==> config.mk <==
export PLATFORM = sky130hd
export DESIGN_NAME = ltbw_timer
export DESIGN_NICKNAME = d
export VERILOG_FILES = /design/src/ltbw_pkg.sv /design/src/ltbw_cnt_if.sv /design/src/ltbw_counter.sv /design/src/ltbw_timer.sv
export SDC_FILE = /design/constraint.sdc
export NUM_CORES = 1
export LEC_CHECK = 0
export ABC_AREA = 1
export BUFFER_PORTS_ARGS = -buffer_cell sky130_fd_sc_hd__buf_2
export CORE_ASPECT_RATIO = 0.5
export CORE_MARGIN = 8
export CORE_UTILIZATION = 36
export CTS_BUF_LIST = sky130_fd_sc_hd__clkbuf_8
export DETAILED_ROUTE_END_ITERATION = 7
export PLACE_DENSITY = 0.56
export SLEW_MARGIN = 0
export SYNTH_ARGS = -nofsm -noshare
export SYNTH_HDL_FRONTEND = slang
export SYNTH_SLANG_ARGS = --single-unit
==> constraint.sdc <==
create_clock -name clk_i -period 2.1 [get_ports clk_i]
set_clock_uncertainty 0.2 [all_clocks]
set_input_delay 0.105 -clock clk_i [delete_from_list [all_inputs] [get_ports clk_i]]
set_output_delay 0.105 -clock clk_i [all_outputs]
set_load 0.02 [all_outputs]
==> src/ltbw_pkg.sv <==
package ltbw_pkg;
  // ****************************************
  // Register map (word index, byte address is four times it)
  // ****************************************
  localparam logic [3:0] LTBW_IDX_CTRL = 4'hb;
  localparam logic [3:0] LTBW_IDX_CAPT = 4'hc;

  // ****************************************
  // Control/status bit positions
  // ****************************************
  localparam int LTBW_B_CAP_IE = 7;
  localparam int LTBW_B_CAP_FLAG = 6;
  localparam int LTBW_B_DOUBLE = 5;
  localparam int LTBW_B_TB_IE = 4;
  localparam int LTBW_B_TB_FLAG = 3;
  localparam int LTBW_B_FORCE = 2;
  localparam int LTBW_B_WDG_EN = 1;
  localparam int LTBW_B_WDG_DELAY = 0;

  // ****************************************
  // Reset values and timing counts
  // ****************************************
  localparam logic [7:0] LTBW_CAPT_RESET = 8'h00;
  localparam logic [7:0] LTBW_CNT_WRAP = 8'hf9;
  localparam int LTBW_PRESCALE = 32;
  localparam int LTBW_RESUME_CLKS = 256;
endpackage : ltbw_pkg

==> src/ltbw_cnt_if.sv <==
`timescale 1ns/1ns
// Counter link between the register block and the divided counter
interface ltbw_cnt_if;
  logic freeze;
  logic wrap;
  logic [7:0] count;
  modport ctrl (output freeze, input wrap, input count);
  modport cnt (input freeze, output wrap, output count);
endinterface : ltbw_cnt_if

==> src/ltbw_counter.sv <==
`timescale 1ns/1ns
// Oscillator divided by the prescale, then an 8-bit count with early wrap
module ltbw_counter
  import ltbw_pkg::*;
#(
  parameter int PRESCALE = LTBW_PRESCALE,
  parameter logic [7:0] WRAP_AT = LTBW_CNT_WRAP
) (
  input wire logic clk_i,   // Oscillator clock
  input wire logic rst_n_i, // Synchronous reset, active low
  ltbw_cnt_if.cnt link      // Freeze in, count and wrap out
);
  localparam int PW = $clog2(PRESCALE);
  localparam logic [PW-1:0] PRE_LAST = PW'(PRESCALE - 1);

  logic [PW-1:0] pre_r;
  logic [7:0] count_r;
  logic wrap_r;

  // ****************************************
  // Prescaler
  // ****************************************
  // divide by prescale
  always_ff @(posedge clk_i) begin
    if (!rst_n_i) begin
      pre_r <= '0;
    end else if (!link.freeze) begin
      pre_r <= (pre_r == PRE_LAST) ? '0 : pre_r + 1'b1;
    end
  end

  // ****************************************
  // Counter
  // ****************************************
  // wrap at limit
  always_ff @(posedge clk_i) begin
    if (!rst_n_i) begin
      count_r <= 8'h00;
      wrap_r <= 1'b0;
    end else begin
      wrap_r <= 1'b0;
      if (!link.freeze && pre_r == PRE_LAST) begin
        if (count_r == WRAP_AT) begin
          count_r <= 8'h00;
          wrap_r <= 1'b1;
        end else begin
          count_r <= count_r + 8'h01;
        end
      end
    end
  end

  assign link.count = count_r;
  assign link.wrap = wrap_r;
endmodule : ltbw_counter

==> src/ltbw_timer.sv <==
`timescale 1ns/1ns
// What this block does
// - counter from zero at clock over 32
// - counter wraps F9h to 00h, overflow event
// - timebase 8000 or 16000 clocks by select
// - overflow sets timebase flag, irq if enabled
// - control read clears timebase flag, writes ignored
// - enabled watchdog resets after unrefreshed period
// - software sets delay, hardware clears each period
// - period counts from reset, late enable resets
// - enable then set force bit forces reset
// - force bit set by watchdog, cleared by LVD
// - force bit still set at enable resets
// - hardware option makes watchdog always active
// - option makes halt produce watchdog reset while watchdog active
// - halt freezes counter, no watchdog reset unless halt option set
// - wake resumes watchdog after 256 clocks
// - input edge captures count and sets flag
// - flag blocks capture, capture read clears
// - capture register read-only, resets to zero
// - only halt and the 256-clock resume after it stop counter, other modes not
// - timebase wakes wait, capture wakes halt
// - two request lines, gated by global mask
// - control bit order fixed, resets zero except force bit on MCU reset
module ltbw_timer
  import ltbw_pkg::*;
#(
  parameter int RESUME_CLKS = LTBW_RESUME_CLKS
) (
  input wire logic clk_i,             // Oscillator clock, 25 MHz
  input wire logic rst_n_i,           // MCU reset, synchronous, active low
  input wire logic lvd_rst_n_i,       // Low-voltage reset, synchronous, active low
  input wire logic wb_cyc_i,          // Wishbone cycle
  input wire logic wb_stb_i,          // Wishbone strobe
  input wire logic wb_we_i,           // Wishbone write enable
  input wire logic [7:0] wb_adr_i,    // Wishbone byte address
  input wire logic [3:0] wb_sel_i,    // Wishbone byte selects
  input wire logic [31:0] wb_dat_i,   // Wishbone write data
  output logic [31:0] wb_dat_o,       // Wishbone read data
  output logic wb_ack_o,              // Wishbone acknowledge
  input wire logic capture_input_pin_i, // Asynchronous capture pin
  input wire logic hw_wdg_opt_i,      // Option: watchdog always on
  input wire logic halt_reset_opt_i,  // Option: halt causes watchdog reset
  input wire logic halt_i,            // CPU in halt, oscillator stopped
  input wire logic wait_i,            // CPU in wait or active halt
  input wire logic irq_mask_i,        // CPU global interrupt mask
  output logic tb_irq_o,              // Timebase interrupt request
  output logic cap_irq_o,             // Capture interrupt request
  output logic wake_o,                // Wake request toward the CPU
  output logic wdg_reset_o            // Watchdog device reset request
);
  localparam int RW = $clog2(RESUME_CLKS + 1);
  localparam logic [RW-1:0] RESUME_LOAD = RW'(RESUME_CLKS);

  ltbw_cnt_if cnt_link ();

  // ****************************************
  // Register state
  // ****************************************
  logic capture_irq_enable_r;
  logic capture_flag_r;
  logic period_double_select_r;
  logic timebase_irq_enable_r;
  logic timebase_flag_r;
  logic watchdog_force_status_r;
  logic watchdog_enable_r;
  logic watchdog_delay_r;
  logic [7:0] captured_count_r;
  logic status_read_r;

  // Watchdog and halt bookkeeping
  logic phase_r;
  logic expired_r;
  logic halt_q_r;
  logic [RW-1:0] resume_r;

  // Capture pin synchroniser and edge memory
  logic pin_s1_r;
  logic pin_s2_r;
  logic pin_s3_r;

  // Bus decode
  logic bus_req;
  logic acc_ctrl;
  logic acc_capt;
  logic wr_ctrl;
  logic rd_ctrl;
  logic rd_capt;
  logic period_end;
  logic tb_event;
  logic cap_edge;
  logic wdg_active;
  logic wdg_blocked;
  logic wdg_fire;
  logic [7:0] ctrl_view;

  // ****************************************
  // Divided counter
  // ****************************************
  // halt freezes count
  assign cnt_link.freeze = halt_i || (resume_r != '0);

  ltbw_counter #(
    .PRESCALE(LTBW_PRESCALE),
    .WRAP_AT(LTBW_CNT_WRAP)
  ) u_counter (
    .clk_i(clk_i),
    .rst_n_i(rst_n_i),
    .link(cnt_link.cnt)
  );

  // ****************************************
  // Wishbone decode
  // ****************************************
  // Single-cycle answer; side effects happen on the acked edge only
  assign bus_req = wb_cyc_i && wb_stb_i && !wb_ack_o;
  assign acc_ctrl = bus_req && (wb_adr_i[5:2] == LTBW_IDX_CTRL);
  assign acc_capt = bus_req && (wb_adr_i[5:2] == LTBW_IDX_CAPT);
  assign wr_ctrl = acc_ctrl && wb_we_i && wb_sel_i[0];
  assign rd_ctrl = acc_ctrl && !wb_we_i;
  assign rd_capt = acc_capt && !wb_we_i;

  assign ctrl_view = {capture_irq_enable_r, capture_flag_r, period_double_select_r,
                      timebase_irq_enable_r, timebase_flag_r, watchdog_force_status_r,
                      watchdog_enable_r, watchdog_delay_r};

  // Ack one cycle after the request, drop it the cycle after
  always_ff @(posedge clk_i) begin
    if (!rst_n_i) begin
      wb_ack_o <= 1'b0;
    end else begin
      wb_ack_o <= bus_req;
    end
  end

  // Read data; unmapped words read as zero
  always_ff @(posedge clk_i) begin
    if (!rst_n_i) begin
      wb_dat_o <= 32'h0000_0000;
    end else if (bus_req && !wb_we_i) begin
      if (acc_ctrl) begin
        wb_dat_o <= {24'h00_0000, ctrl_view};
      end else if (acc_capt) begin
        wb_dat_o <= {24'h00_0000, captured_count_r};
      end else begin
        wb_dat_o <= 32'h0000_0000;
      end
    end
  end

  // ****************************************
  // Software-owned control bits
  // ****************************************
  // reset to zero
  always_ff @(posedge clk_i) begin
    if (!rst_n_i) begin
      capture_irq_enable_r <= 1'b0;
      period_double_select_r <= 1'b0;
      timebase_irq_enable_r <= 1'b0;
      watchdog_enable_r <= 1'b0;
    end else if (wr_ctrl) begin
      capture_irq_enable_r <= wb_dat_i[LTBW_B_CAP_IE];
      period_double_select_r <= wb_dat_i[LTBW_B_DOUBLE];
      timebase_irq_enable_r <= wb_dat_i[LTBW_B_TB_IE];
      watchdog_enable_r <= wb_dat_i[LTBW_B_WDG_EN];
    end
  end

  // ****************************************
  // Timebase
  // ****************************************
  // Phase splits each pair of wraps; it starts at reset, so the
  // watchdog period is counted from reset even while disabled.
  always_ff @(posedge clk_i) begin
    if (!rst_n_i) begin
      phase_r <= 1'b0;
    end else if (cnt_link.wrap) begin
      phase_r <= !phase_r;
    end
  end

  assign tb_event = cnt_link.wrap && (!period_double_select_r || phase_r);
  assign period_end = cnt_link.wrap && phase_r;

  always_ff @(posedge clk_i) begin
    if (!rst_n_i) begin
      timebase_flag_r <= 1'b0;
    end else if (tb_event) begin
      timebase_flag_r <= 1'b1;
    end else if (rd_ctrl) begin
      timebase_flag_r <= 1'b0;
    end
  end

  // ****************************************
  // Watchdog
  // ****************************************
  // software set, period clear
  always_ff @(posedge clk_i) begin
    if (!rst_n_i) begin
      watchdog_delay_r <= 1'b0;
    end else if (wr_ctrl && wb_dat_i[LTBW_B_WDG_DELAY]) begin
      watchdog_delay_r <= 1'b1;
    end else if (period_end) begin
      watchdog_delay_r <= 1'b0;
    end
  end

  // unrefreshed period remembered
  // A refresh clears it, so setting delay before enable avoids a reset
  always_ff @(posedge clk_i) begin
    if (!rst_n_i) begin
      expired_r <= 1'b0;
    end else if (wr_ctrl && wb_dat_i[LTBW_B_WDG_DELAY]) begin
      expired_r <= 1'b0;
    end else if (period_end && !watchdog_delay_r) begin
      expired_r <= 1'b1;
    end
  end

  // resume delay after wake
  // Wake by reset is covered by the reset branch: counter idle, enable low
  always_ff @(posedge clk_i) begin
    if (!rst_n_i) begin
      halt_q_r <= 1'b0;
      resume_r <= '0;
    end else begin
      halt_q_r <= halt_i;
      if (halt_q_r && !halt_i) begin
        resume_r <= RESUME_LOAD;
      end else if (resume_r != '0) begin
        resume_r <= resume_r - 1'b1;
      end
    end
  end

  assign wdg_active = hw_wdg_opt_i || watchdog_enable_r;
  assign wdg_blocked = cnt_link.freeze;
  assign wdg_fire = (wdg_active && !wdg_blocked && (expired_r || watchdog_force_status_r))
                    || (wdg_active && halt_reset_opt_i && halt_i);

  // Held until the MCU reset arrives, so it cannot be missed
  always_ff @(posedge clk_i) begin
    if (!rst_n_i) begin
      wdg_reset_o <= 1'b0;
    end else if (wdg_fire) begin
      wdg_reset_o <= 1'b1;
    end
  end

  // Arms a software clear of the force bit after a control read
  always_ff @(posedge clk_i) begin
    if (!rst_n_i) begin
      status_read_r <= 1'b0;
    end else if (rd_ctrl) begin
      status_read_r <= 1'b1;
    end else if (wr_ctrl) begin
      status_read_r <= 1'b0;
    end
  end

  // survives MCU reset
  // The low-voltage reset or a control write with bit 2 at zero after a control read clears it, so software can see the cause
  always_ff @(posedge clk_i) begin
    if (!lvd_rst_n_i) begin
      watchdog_force_status_r <= 1'b0;
    end else if (wdg_fire) begin
      watchdog_force_status_r <= 1'b1;
    end else if (wr_ctrl && wb_dat_i[LTBW_B_FORCE]) begin
      watchdog_force_status_r <= 1'b1;
    end else if (wr_ctrl && status_read_r) begin
      watchdog_force_status_r <= 1'b0;
    end
  end

  // ****************************************
  // Input capture
  // ****************************************
  // Two stages before use; the third only remembers the last level.
  // No reset: a pin held high through reset must not look like an edge
  always_ff @(posedge clk_i) begin
    pin_s1_r <= capture_input_pin_i;
    pin_s2_r <= pin_s1_r;
    pin_s3_r <= pin_s2_r;
  end

  assign cap_edge = pin_s2_r ^ pin_s3_r;

  always_ff @(posedge clk_i) begin
    if (!rst_n_i) begin
      captured_count_r <= LTBW_CAPT_RESET;
    end else if (cap_edge && !capture_flag_r) begin
      captured_count_r <= cnt_link.count;
    end
  end

  always_ff @(posedge clk_i) begin
    if (!rst_n_i) begin
      capture_flag_r <= 1'b0;
    end else if (cap_edge && !capture_flag_r) begin
      capture_flag_r <= 1'b1;
    end else if (rd_capt) begin
      capture_flag_r <= 1'b0;
    end
  end

  // ****************************************
  // Interrupt requests and wake
  // ****************************************
  // separate lines, masked
  always_ff @(posedge clk_i) begin
    if (!rst_n_i) begin
      tb_irq_o <= 1'b0;
      cap_irq_o <= 1'b0;
    end else begin
      tb_irq_o <= timebase_flag_r && timebase_irq_enable_r && !irq_mask_i;
      cap_irq_o <= capture_flag_r && capture_irq_enable_r && !irq_mask_i;
    end
  end

  // wake sources by mode
  // Timebase cannot wake halt; capture wakes halt but not active halt
  always_ff @(posedge clk_i) begin
    if (!rst_n_i) begin
      wake_o <= 1'b0;
    end else if (halt_i) begin
      wake_o <= capture_flag_r && capture_irq_enable_r;
    end else if (wait_i) begin
      wake_o <= timebase_flag_r && timebase_irq_enable_r;
    end else begin
      wake_o <= 1'b0;
    end
  end
endmodule : ltbw_timer

* After elaboration in Yosys (flattened, before gate mapping)
Index checks and enable logic that the tools add are counted.
** Storage, ports and cells
- Bits in registers :: 83
- Word-level logic and storage cells :: 106
- Output and inout port bits :: 37
- Input port bits :: 56
** Cells by class
- Multiplexer cells :: 20
- Bitwise logic cells :: 2
- $add $sub $neg :: 3
- Equality and inequality tests :: 4
- Reduce and logical (&&, ||, !) cells :: 50
** Operator list (number)
- logical AND 1 bit :: 26
- two-way mux 8 bit :: 3
- two-way mux 9 bit :: 2
- two-way mux 1 bit :: 14
- nonzero test 2 bit :: 5
- zero test 1 bit :: 9
- nonzero test 9 bit :: 1
- subtractor 9 x 1 -> 9 bit, second input constant :: 1
- adder 8 x 1 -> 8 bit, second input constant :: 1
- equality test 4 bit, second input constant :: 2
- equality test 8 bit, second input constant :: 1
- adder 5 x 1 -> 5 bit, second input constant :: 1
- equality test 5 bit, second input constant :: 1
- logical OR 1 bit :: 5
- two-way mux 5 bit :: 1
- OR reduction 2 bit :: 2
- nonzero test 3 bit :: 1
- AND reduction 2 bit :: 1
- inverter 1 bit :: 1
- bitwise XOR 1 bit :: 1

* Logic depth before layout (Yosys ltp)
Gate-level depths: netlist of run 1.
- Depth after elaboration :: 9
- Depth in mapped cells :: 12
- Mapped depth without buffers :: 11

* Cells and area by module
A second synthesis of run 1 with hierarchy kept.
** Second synthesis, totals
- Cell total of the unflattened synthesis :: 351
- Area total of the unflattened synthesis :: 2771.4 µm²
** Modules (own cells, without submodules)
- ltbw_timer :: cells each 260, area each 2055.7 µm², sequential area each 900.9 µm², instances 1
- ltbw_counter :: cells each 91, area each 715.7 µm², sequential area each 280.3 µm², instances 1

* Worst setup path after synthesis of run 1
No wires, ideal clock.
- Kind :: register to register
- From :: register resume_r[0]
- To :: register u_counter.count_r[7] (netlist: u_counter.link.count[7])
- Buffers on the path :: 1
- Arrival time :: 1.336 ns
- Clock period less this slack :: 1.664 ns
- Cell stages (with the launch flop) :: 13
- Data required time :: 1.772 ns
- Slack :: 0.436 ns
- Library setup time :: 0.128 ns
- Cells stage by stage :: dfxtp_1 > inv_1 > ha_1 > inv_1 > nor2_1 > nand2_2 > nor2_8 > nand3_4 > buf_6 > nand2_1 > inv_1 > nor2_1 > nor2_1
** Between the ends
- Cells in the longest elaborated chain, start to end :: 4
** Ends and longest elaborated chain
- start, declared :: RTL line ltbw_timer.sv:75 : logic [RW-1:0] resume_r;
- start signal, assigned :: RTL line ltbw_timer.sv:232 : resume_r <= resume_r - 1'b1;
- nonzero test 9 bit :: RTL line ltbw_timer.sv:101 : assign cnt_link.freeze = halt_i || (resume_r != '0);
- logical OR 1 bit :: RTL line ltbw_timer.sv:101
- zero test 1 bit
- logical AND 1 bit :: RTL line ltbw_counter.sv:42 : if (!link.freeze && pre_r == PRE_LAST) begin
- end signal, assigned :: RTL line ltbw_counter.sv:47 : count_r <= count_r + 8'h01;
- end, declared :: RTL line ltbw_counter.sv:17 : logic [7:0] count_r;
Every way passes these cells.
A chain may end at the register's enable or synchronous reset.

* Worst setup path in the final report of run 1
- From :: register resume_r[0]
- To :: register u_counter.count_r[0] (netlist: u_counter.link.count[0])
The elaborated chain is that of the path after synthesis.

==> flow_summary_export.csv, run 1 <==
group,metric,value,unit
worst_hold_path,min_to,"wdg_reset_o$_SDFFE_PN0P_",
critical_path,slowest_stage,"dfxtp_1",
die,rows,23,
synth,synth_edf_count,0,
die,die_height,79.2,um
power_and_ir_drop,p_int,2010,uW
power_and_ir_drop,vdd.ir_drop.worst,0.000287,V
clock_tree,cts.clk_slew.worst_paths,0.07,ns
timing,setup_violations,0,
critical_path,timing_worst_setup_path_type,"reg2reg",
die,core-area,7890,um^2
synth,synth_most_common_cell,"nand2_1",
synth,ys_ff_latch,59,
cells_and_area,stdcell_area,3470,um^2
timing,rsz0062_at_grt,"false",
timing,finalHoldViolCount,0,
synth,synth_common_cells,"nand2_1, dfxtp_1, nor2_1, inv_1, o21ai_0",
synth,avgSynthCellArea,7.32,um^2
critical_path,max_stage_delay,0.31,ns
synth,yosysUniqueCellTypes,34,
synth,synth-warning-count,0,
power_and_ir_drop,power_density,867,nW/um^2
cells_and_area,antenna_cells,0,
routing,vias,2507,
routing,wl_per_cell,11.7,um
routing,wl_met3,379,um
cells_and_area,area_delta_synth_final,20.8,%
critical_path,required,2.17,ns
power_and_ir_drop,switchingPower,1000,uW
cells_and_area,drive_above_1_share,15.4,%
die,die_w,142,um
power_and_ir_drop,clkPwrFrac,30.9,%
synth,synth_area_leaders,"dfxtp_1, nand2_1, nor2_1",
critical_path,cp_cell_sequence,"inv_1 -> ha_1 -> inv_1 -> nor2_1 -> nand2_2 -> nor2_8 -> nand3_4 -> inv_2 -> nand2_1 -> a21oi_1",
worst_hold_path,hp-class,"in2reg",
clock_tree,post-cts-setup-buffers,0,
global_routing,grt_start_max_net_pins,27,
place,io_buffers,35,
clock_tree,clk_latency,0.34,ns
clock_tree,clock_sinks,59,
power_and_ir_drop,p_sw_share,33.3,%
synth,yosys.area.top_type,"dfxtp_1",
critical_path,reg2reg_from,"resume_r[0]$_SDFFE_PP0P_",
worst_hold_path,hp-start,"hw_wdg_opt_i",
critical_path,crit_fanout,11,
critical_path,cp_data_arrival_time,1.92,ns
timing,timing.fmax,0.540,GHz
clock_tree,clk_path_buf_depth,2,
critical_path,reg2reg_depth,10,
synth,netlist.area_leader.share,41.1,%
routing,dr_wl_met2,2990,um
place,gp_congestion,0.764,
critical_path,timing.rr.end,"u_counter.link.count[0]$_SDFFE_PN0P_",
clock_tree,cts-root-buf,"clkbuf_8",
clock_tree,cts_max_level,3,
power_and_ir_drop,power_leakage,0.00154,uW
timing,fin_crit,1.85,ns
place,dpl_cell_area,3060,um^2
die,start_util,36.5,%
routing,drtIter0Drc,99,
routing,drtPass1Iterations,4,
synth,synth_seq_area_share,41.1,%
timing,slew_viol_final,0,
timing,fin_crit_sh,88.2,%
worst_hold_path,hold_depth,6,
critical_path,rrSetupSlack,0.25,ns
routing,m1WireLength,3230,um
routing,drc,0,
status,status,"finished, final reports clean",
global_routing,grt_usage,12.6,%
synth,ys_async_sr_fraction,0,%
power_and_ir_drop,combPwrFrac,25.8,%
cells_and_area,fin_nets,517,
power_and_ir_drop,pwr-share-seq,43.3,%
place,hpwlAfterDp,4810,um
critical_path,cp_common_cell,"inv_1",
timing,setup_tns,0,ns
routing,drt-total-wl,6720,um
die,io_pins,93,
timing,hold_ws,0.0280,ns
critical_path,end_kind,"flip-flop",
die,design.die.area,11300,um^2
critical_path,start_kind,"flip-flop",
routing,detail-route-antenna-nets,0,
synth,synth_ff_type,"dfxtp_1",
synth,synth_area,2880,um^2
global_routing,grt_pass1_wl,11300,um
routing,maxUsedRoutingLayer,"met4",
global_routing,grt_pass1_vias,2392,
clock_tree,cts_tree,"yes",
global_routing,overflow,0,
clock_tree,cts_buffers,9,
flow_run,max-cap-violations,0,
synth,synth_cells,393,
routing,vias_per_cell,4.38,
global_routing,grt_antenna_before_repair,0,
[cell families (layout without fill, tap and decap cells)]
logic type	after synthesis	count (layout)	share of synthesized area, %
fa+ha+maj	6	6	2.61
flops	59	59	41.1
buf+inv	82	126	14.5
compound gates	62	62	11.4
xor+xnor	7	7	2.13
simple gates	176	176	28.2
other cells	1	24	0.130
[area by class of cell]
cell class                 instances  area, um^2
clock buffer                      11         151
clock inverter                     5        27.5
fill                             833        4410
inverter                          50         188
multi-input combinational        275        1360
sequential                        59        1180
tap                              112         140
timing repair buffer              60         420
[state kept, by name, indices dropped and copies added, names as in the netlist, 5 cells and up]
name,count
resume_r,9
captured_count_r,8
u_counter.link.count,8
wb_dat_o,8
u_counter.pre_r,5
[power by group through the flow]
stage | combinational [uW] | sequential (uW) | clock [uW]
after global routing | 880 | 1320 | 1030
after CTS | 784 | 1310 | 965
final | 777 | 1300 | 929
after global placement | 743 | 1330 | 0
after detailed placement | 749 | 1330 | 0
after floorplan | 630 | 1330 | 0
[metrics by stage]
stage / util, % / instances / total power (uW) / setup WS [ns]
after floorplan: - / 416 / 1960 / 0.436
final: 44.0 / 572 / 3010 / 0.249
after detailed placement: 38.8 / 533 / 2080 / 0.240
after global placement: 38.8 / 533 / 2070 / 0.308
after CTS: 44.0 / 572 / 3060 / 0.192
after global routing: 44.0 / 572 / 3220 / 0.0707
[layout by cell type, fill, tap and decap left out, types with 23 or more instances in the layout]
cell type	n
a21oi_1	25
buf_2	35
conb_1	24
dfxtp_1	59
dlygate4sd3_1	23
inv_1	48
nand2_1	69
nor2_1	51
o21ai_0	30
[timing repair]
action                    4_1_cts  5_1_grt
resized for setup               0        0
hold buffers                   23        0
hold endpoints to repair       26        0
[worst max path at each step]
stage                                      endpoint                     start  cells past startpoint  slack [ns]
3_5_place_dp   u_counter.link.count[5]$_SDFFE_PN0P_  resume_r[0]$_SDFFE_PP0P_                     10        0.24
5_1_grt        u_counter.link.count[0]$_SDFFE_PN0P_  resume_r[0]$_SDFFE_PP0P_                     10        0.07
6_report       u_counter.link.count[0]$_SDFFE_PN0P_  resume_r[0]$_SDFFE_PP0P_                     10        0.25
2_1_floorplan  u_counter.link.count[7]$_SDFFE_PN0P_  resume_r[0]$_SDFFE_PP0P_                     12        0.44
4_1_cts        u_counter.link.count[0]$_SDFFE_PN0P_  resume_r[0]$_SDFFE_PP0P_                     10        0.19
3_3_place_gp   u_counter.link.count[2]$_SDFFE_PN0P_  resume_r[0]$_SDFFE_PP0P_                     10        0.31
[critical path: cells and delay by family, from the launching register on]
kind / cells / cell delay, ns
buffers and inverters: 3 / 0.35
flip-flops: 1 / 0.31
adder cells (fa/ha/maj): 1 / 0.19
AO/OA/AOI/OAI: 1 / 0.13
AND/OR/NAND/NOR: 5 / 0.60
[routing by layer]
metal / global-route usage (%) / vias to the layer above
met4: 5.05 / 0
met1: 15.4 / 1121
met5: 0 / -
met3: 4.43 / 11
met2: 20.2 / 46
li1: - / 1329
(Power assumes the default switching activity.)
==> run 2, diff against run 1 <==
--- a/config.mk
+++ b/config.mk
@@ -9,10 +9,10 @@
 export BUFFER_PORTS_ARGS = -buffer_cell sky130_fd_sc_hd__buf_2
 export CORE_ASPECT_RATIO = 0.5
 export CORE_MARGIN = 8
-export CORE_UTILIZATION = 36
+export CORE_UTILIZATION = 45
 export CTS_BUF_LIST = sky130_fd_sc_hd__clkbuf_8
 export DETAILED_ROUTE_END_ITERATION = 7
-export PLACE_DENSITY = 0.56
+export PLACE_DENSITY = 0.68
 export SLEW_MARGIN = 0
 export SYNTH_ARGS = -nofsm -noshare
 export SYNTH_HDL_FRONTEND = slang
==> flow_summary_export.csv, run 2 (same netlist as run 1, synthesis figures left out) <==
group,metric,value,unit
routing,vias_per_cell,4.58,
timing,slew_viol_final,0,
timing,worst_slack,0.245,ns
cells_and_area,fin_nets,511,
cells_and_area,antenna_cells,0,
critical_path,reg2reg_depth,10,
clock_tree,clk_path_buf_depth,2,
global_routing,grt_pass1_wl,10800,um
power_and_ir_drop,total_power,3090,uW
critical_path,required,2.16,ns
global_routing,grt_usage,14.5,%
critical_path,cp_data_arrival_time,1.92,ns
global_routing,overflow,0,
die,io_pins,93,
cells_and_area,fillCellCount,585,
cells_and_area,regMostFlops,"resume_r",
routing,detail-route-antenna-nets,0,
place,dp_slack,0.274,ns
cells_and_area,largest_register_ff_count,9,
cells_and_area,drive_above_1_share,14.8,%
cells_and_area,area_delta_synth_final,18.2,%
critical_path,timing_worst_setup_path_type,"reg2reg",
worst_hold_path,hp-class,"in2reg",
global_routing,grt_antenna_before_repair,0,
cells_and_area,utilization,55.4,%
place,io_buffers,35,
die,die_height,72.5,um
routing,vias,2480,
clock_tree,cts-root-buf,"clkbuf_8",
critical_path,crit_fanout,11,
critical_path,cp_common_cell,"inv_1",
place,gp_congestion,0.804,
clock_tree,cts_max_level,3,
flow_run,max-cap-violations,0,
die,rows,20,
critical_path,slowest_stage,"dfxtp_1",
timing,setup_violations,0,
clock_tree,post-cts-setup-buffers,0,
die,design.die.area,9360,um^2
die,core-area,6130,um^2
timing,timing.fmax,0.539,GHz
clock_tree,cts.clk_slew.worst_paths,0.07,ns
cells_and_area,regArea,1180,um^2
timing,hold_ws,0.0113,ns
critical_path,path_buf_inv,3,
global_routing,grt_start_max_net_pins,27,
routing,drt-total-wl,6390,um
cells_and_area,layout_commonest_cell,"nand2_1",
routing,wl_per_cell,11.8,um
critical_path,start_kind,"flip-flop",
timing,fin_crit,1.85,ns
critical_path,path_delay_family,"simple AND/OR/NAND/NOR gates",
critical_path,timing.rr.end,"u_counter.link.count[6]$_SDFFE_PN0P_",
power_and_ir_drop,power_leakage,0.00153,uW
die,die_w,129,um
timing,fin_crit_sh,88.3,%
critical_path,rrSetupSlack,0.25,ns
clock_tree,cts_buffers,9,
cells_and_area,multi_input_area,1360,um^2
routing,drc,0,
timing,rsz0062_at_grt,"false",
clock_tree,clk_latency,0.34,ns
routing,drtIter0Drc,130,
routing,drtPass1Iterations,4,
clock_tree,cts_tree,"yes",
power_and_ir_drop,power_density,910,nW/um^2
power_and_ir_drop,vdd.ir_drop.worst,0.000359,V
worst_hold_path,hp-start,"wb_adr_i[5]",
die,start_util,46.9,%
status,status,"finished, final reports clean",
clock_tree,clock_sinks,59,
timing,finalHoldViolCount,0,
critical_path,end_kind,"flip-flop",
worst_hold_path,hold_depth,5,
cells_and_area,most-common-layout-cells,"nand2_1, dfxtp_1, nor2_1",
global_routing,grt_pass1_vias,2352,
critical_path,reg2reg_from,"resume_r[0]$_SDFFE_PP0P_",
critical_path,cp_cell_sequence,"inv_1 -> ha_1 -> inv_1 -> nor2_1 -> nand2_2 -> nor2_8 -> nand3_4 -> inv_2 -> nand2_1 -> a21oi_1",
timing,setup_tns,0,ns
critical_path,max_stage_delay,0.32,ns
worst_hold_path,min_to,"status_read_r$_SDFFE_PN0P_",
place,hpwlAfterDp,4560,um
[run 2: cell count changes in the layout (fill, tap and decap cells not counted)]
cell	delta
clkinv_2	-3
inv_1	+2
clkinvlp_4	-1
dlygate4sd3_1	-5
bufinv_16	+1
buf_4	-1
[run 2: worst reg2reg max path: cells and delay by family, from the launching register on]
kind | cells | cell delay (ns)
AOI/OAI and AO/OA | 1 | 0.12
adders and majority gates | 1 | 0.18
buffers and inverters | 3 | 0.37
DFF | 1 | 0.32
and+or+nand+nor | 5 | 0.60
[run 2: final cells by class]
class                           count  share of cell area (%)
Tap cell                           88                    3.24
Multi-Input combinational cell    275                    40.1
Inverter                           50                    5.52
Timing Repair Buffer               54                    10.7
Clock buffer                       11                    4.45
Sequential cell                    59                    34.7
Clock inverter                      4                    1.25
[run 2: routing by layer]
layer	track usage, %	part of all wire, %	vias up
met1	17.7	47	1096
met5	0	0	-
li1	-	-	1318
met2	23.5	45	58
met4	5.94	1.4	0
met3	4.39	6.1	8
[run 2: worst max-delay path by stage]
stage | startpoint | to | slack (ns) | cells after the start
2_1_floorplan | resume_r[0]$_SDFFE_PP0P_ | u_counter.link.count[7]$_SDFFE_PN0P_ | 0.44 | 12
3_3_place_gp | resume_r[0]$_SDFFE_PP0P_ | u_counter.link.count[3]$_SDFFE_PN0P_ | 0.30 | 10
3_5_place_dp | resume_r[0]$_SDFFE_PP0P_ | u_counter.link.count[6]$_SDFFE_PN0P_ | 0.27 | 10
4_1_cts | resume_r[0]$_SDFFE_PP0P_ | u_counter.link.count[5]$_SDFFE_PN0P_ | 0.24 | 10
5_1_grt | resume_r[0]$_SDFFE_PP0P_ | u_counter.link.count[4]$_SDFFE_PN0P_ | 0.08 | 10
6_report | resume_r[0]$_SDFFE_PP0P_ | u_counter.link.count[6]$_SDFFE_PN0P_ | 0.25 | 10
[run 2: power by group]
| part | internal [uW] | switching [uW] | leakage [uW] |
|---|---|---|---|
| clock network | 595 | 422 | 0.000108 |
| logic | 289 | 478 | 0.000938 |
| registers | 1230 | 77.2 | 0.000482 |
[run 2: through the flow]
step	std cells	area [um^2]
after floorplan	416	2960
after global placement	508	3030
after detailed placement	508	3030
after CTS	541	3400
after global routing	541	3400
final	541	3400
[run 2: repair_timing]
item / 4_1_cts / 5_1_grt
resized for setup: 0 / 0
hold buffers: 18 / 0
endpoints found under the hold margin: 22 / 0
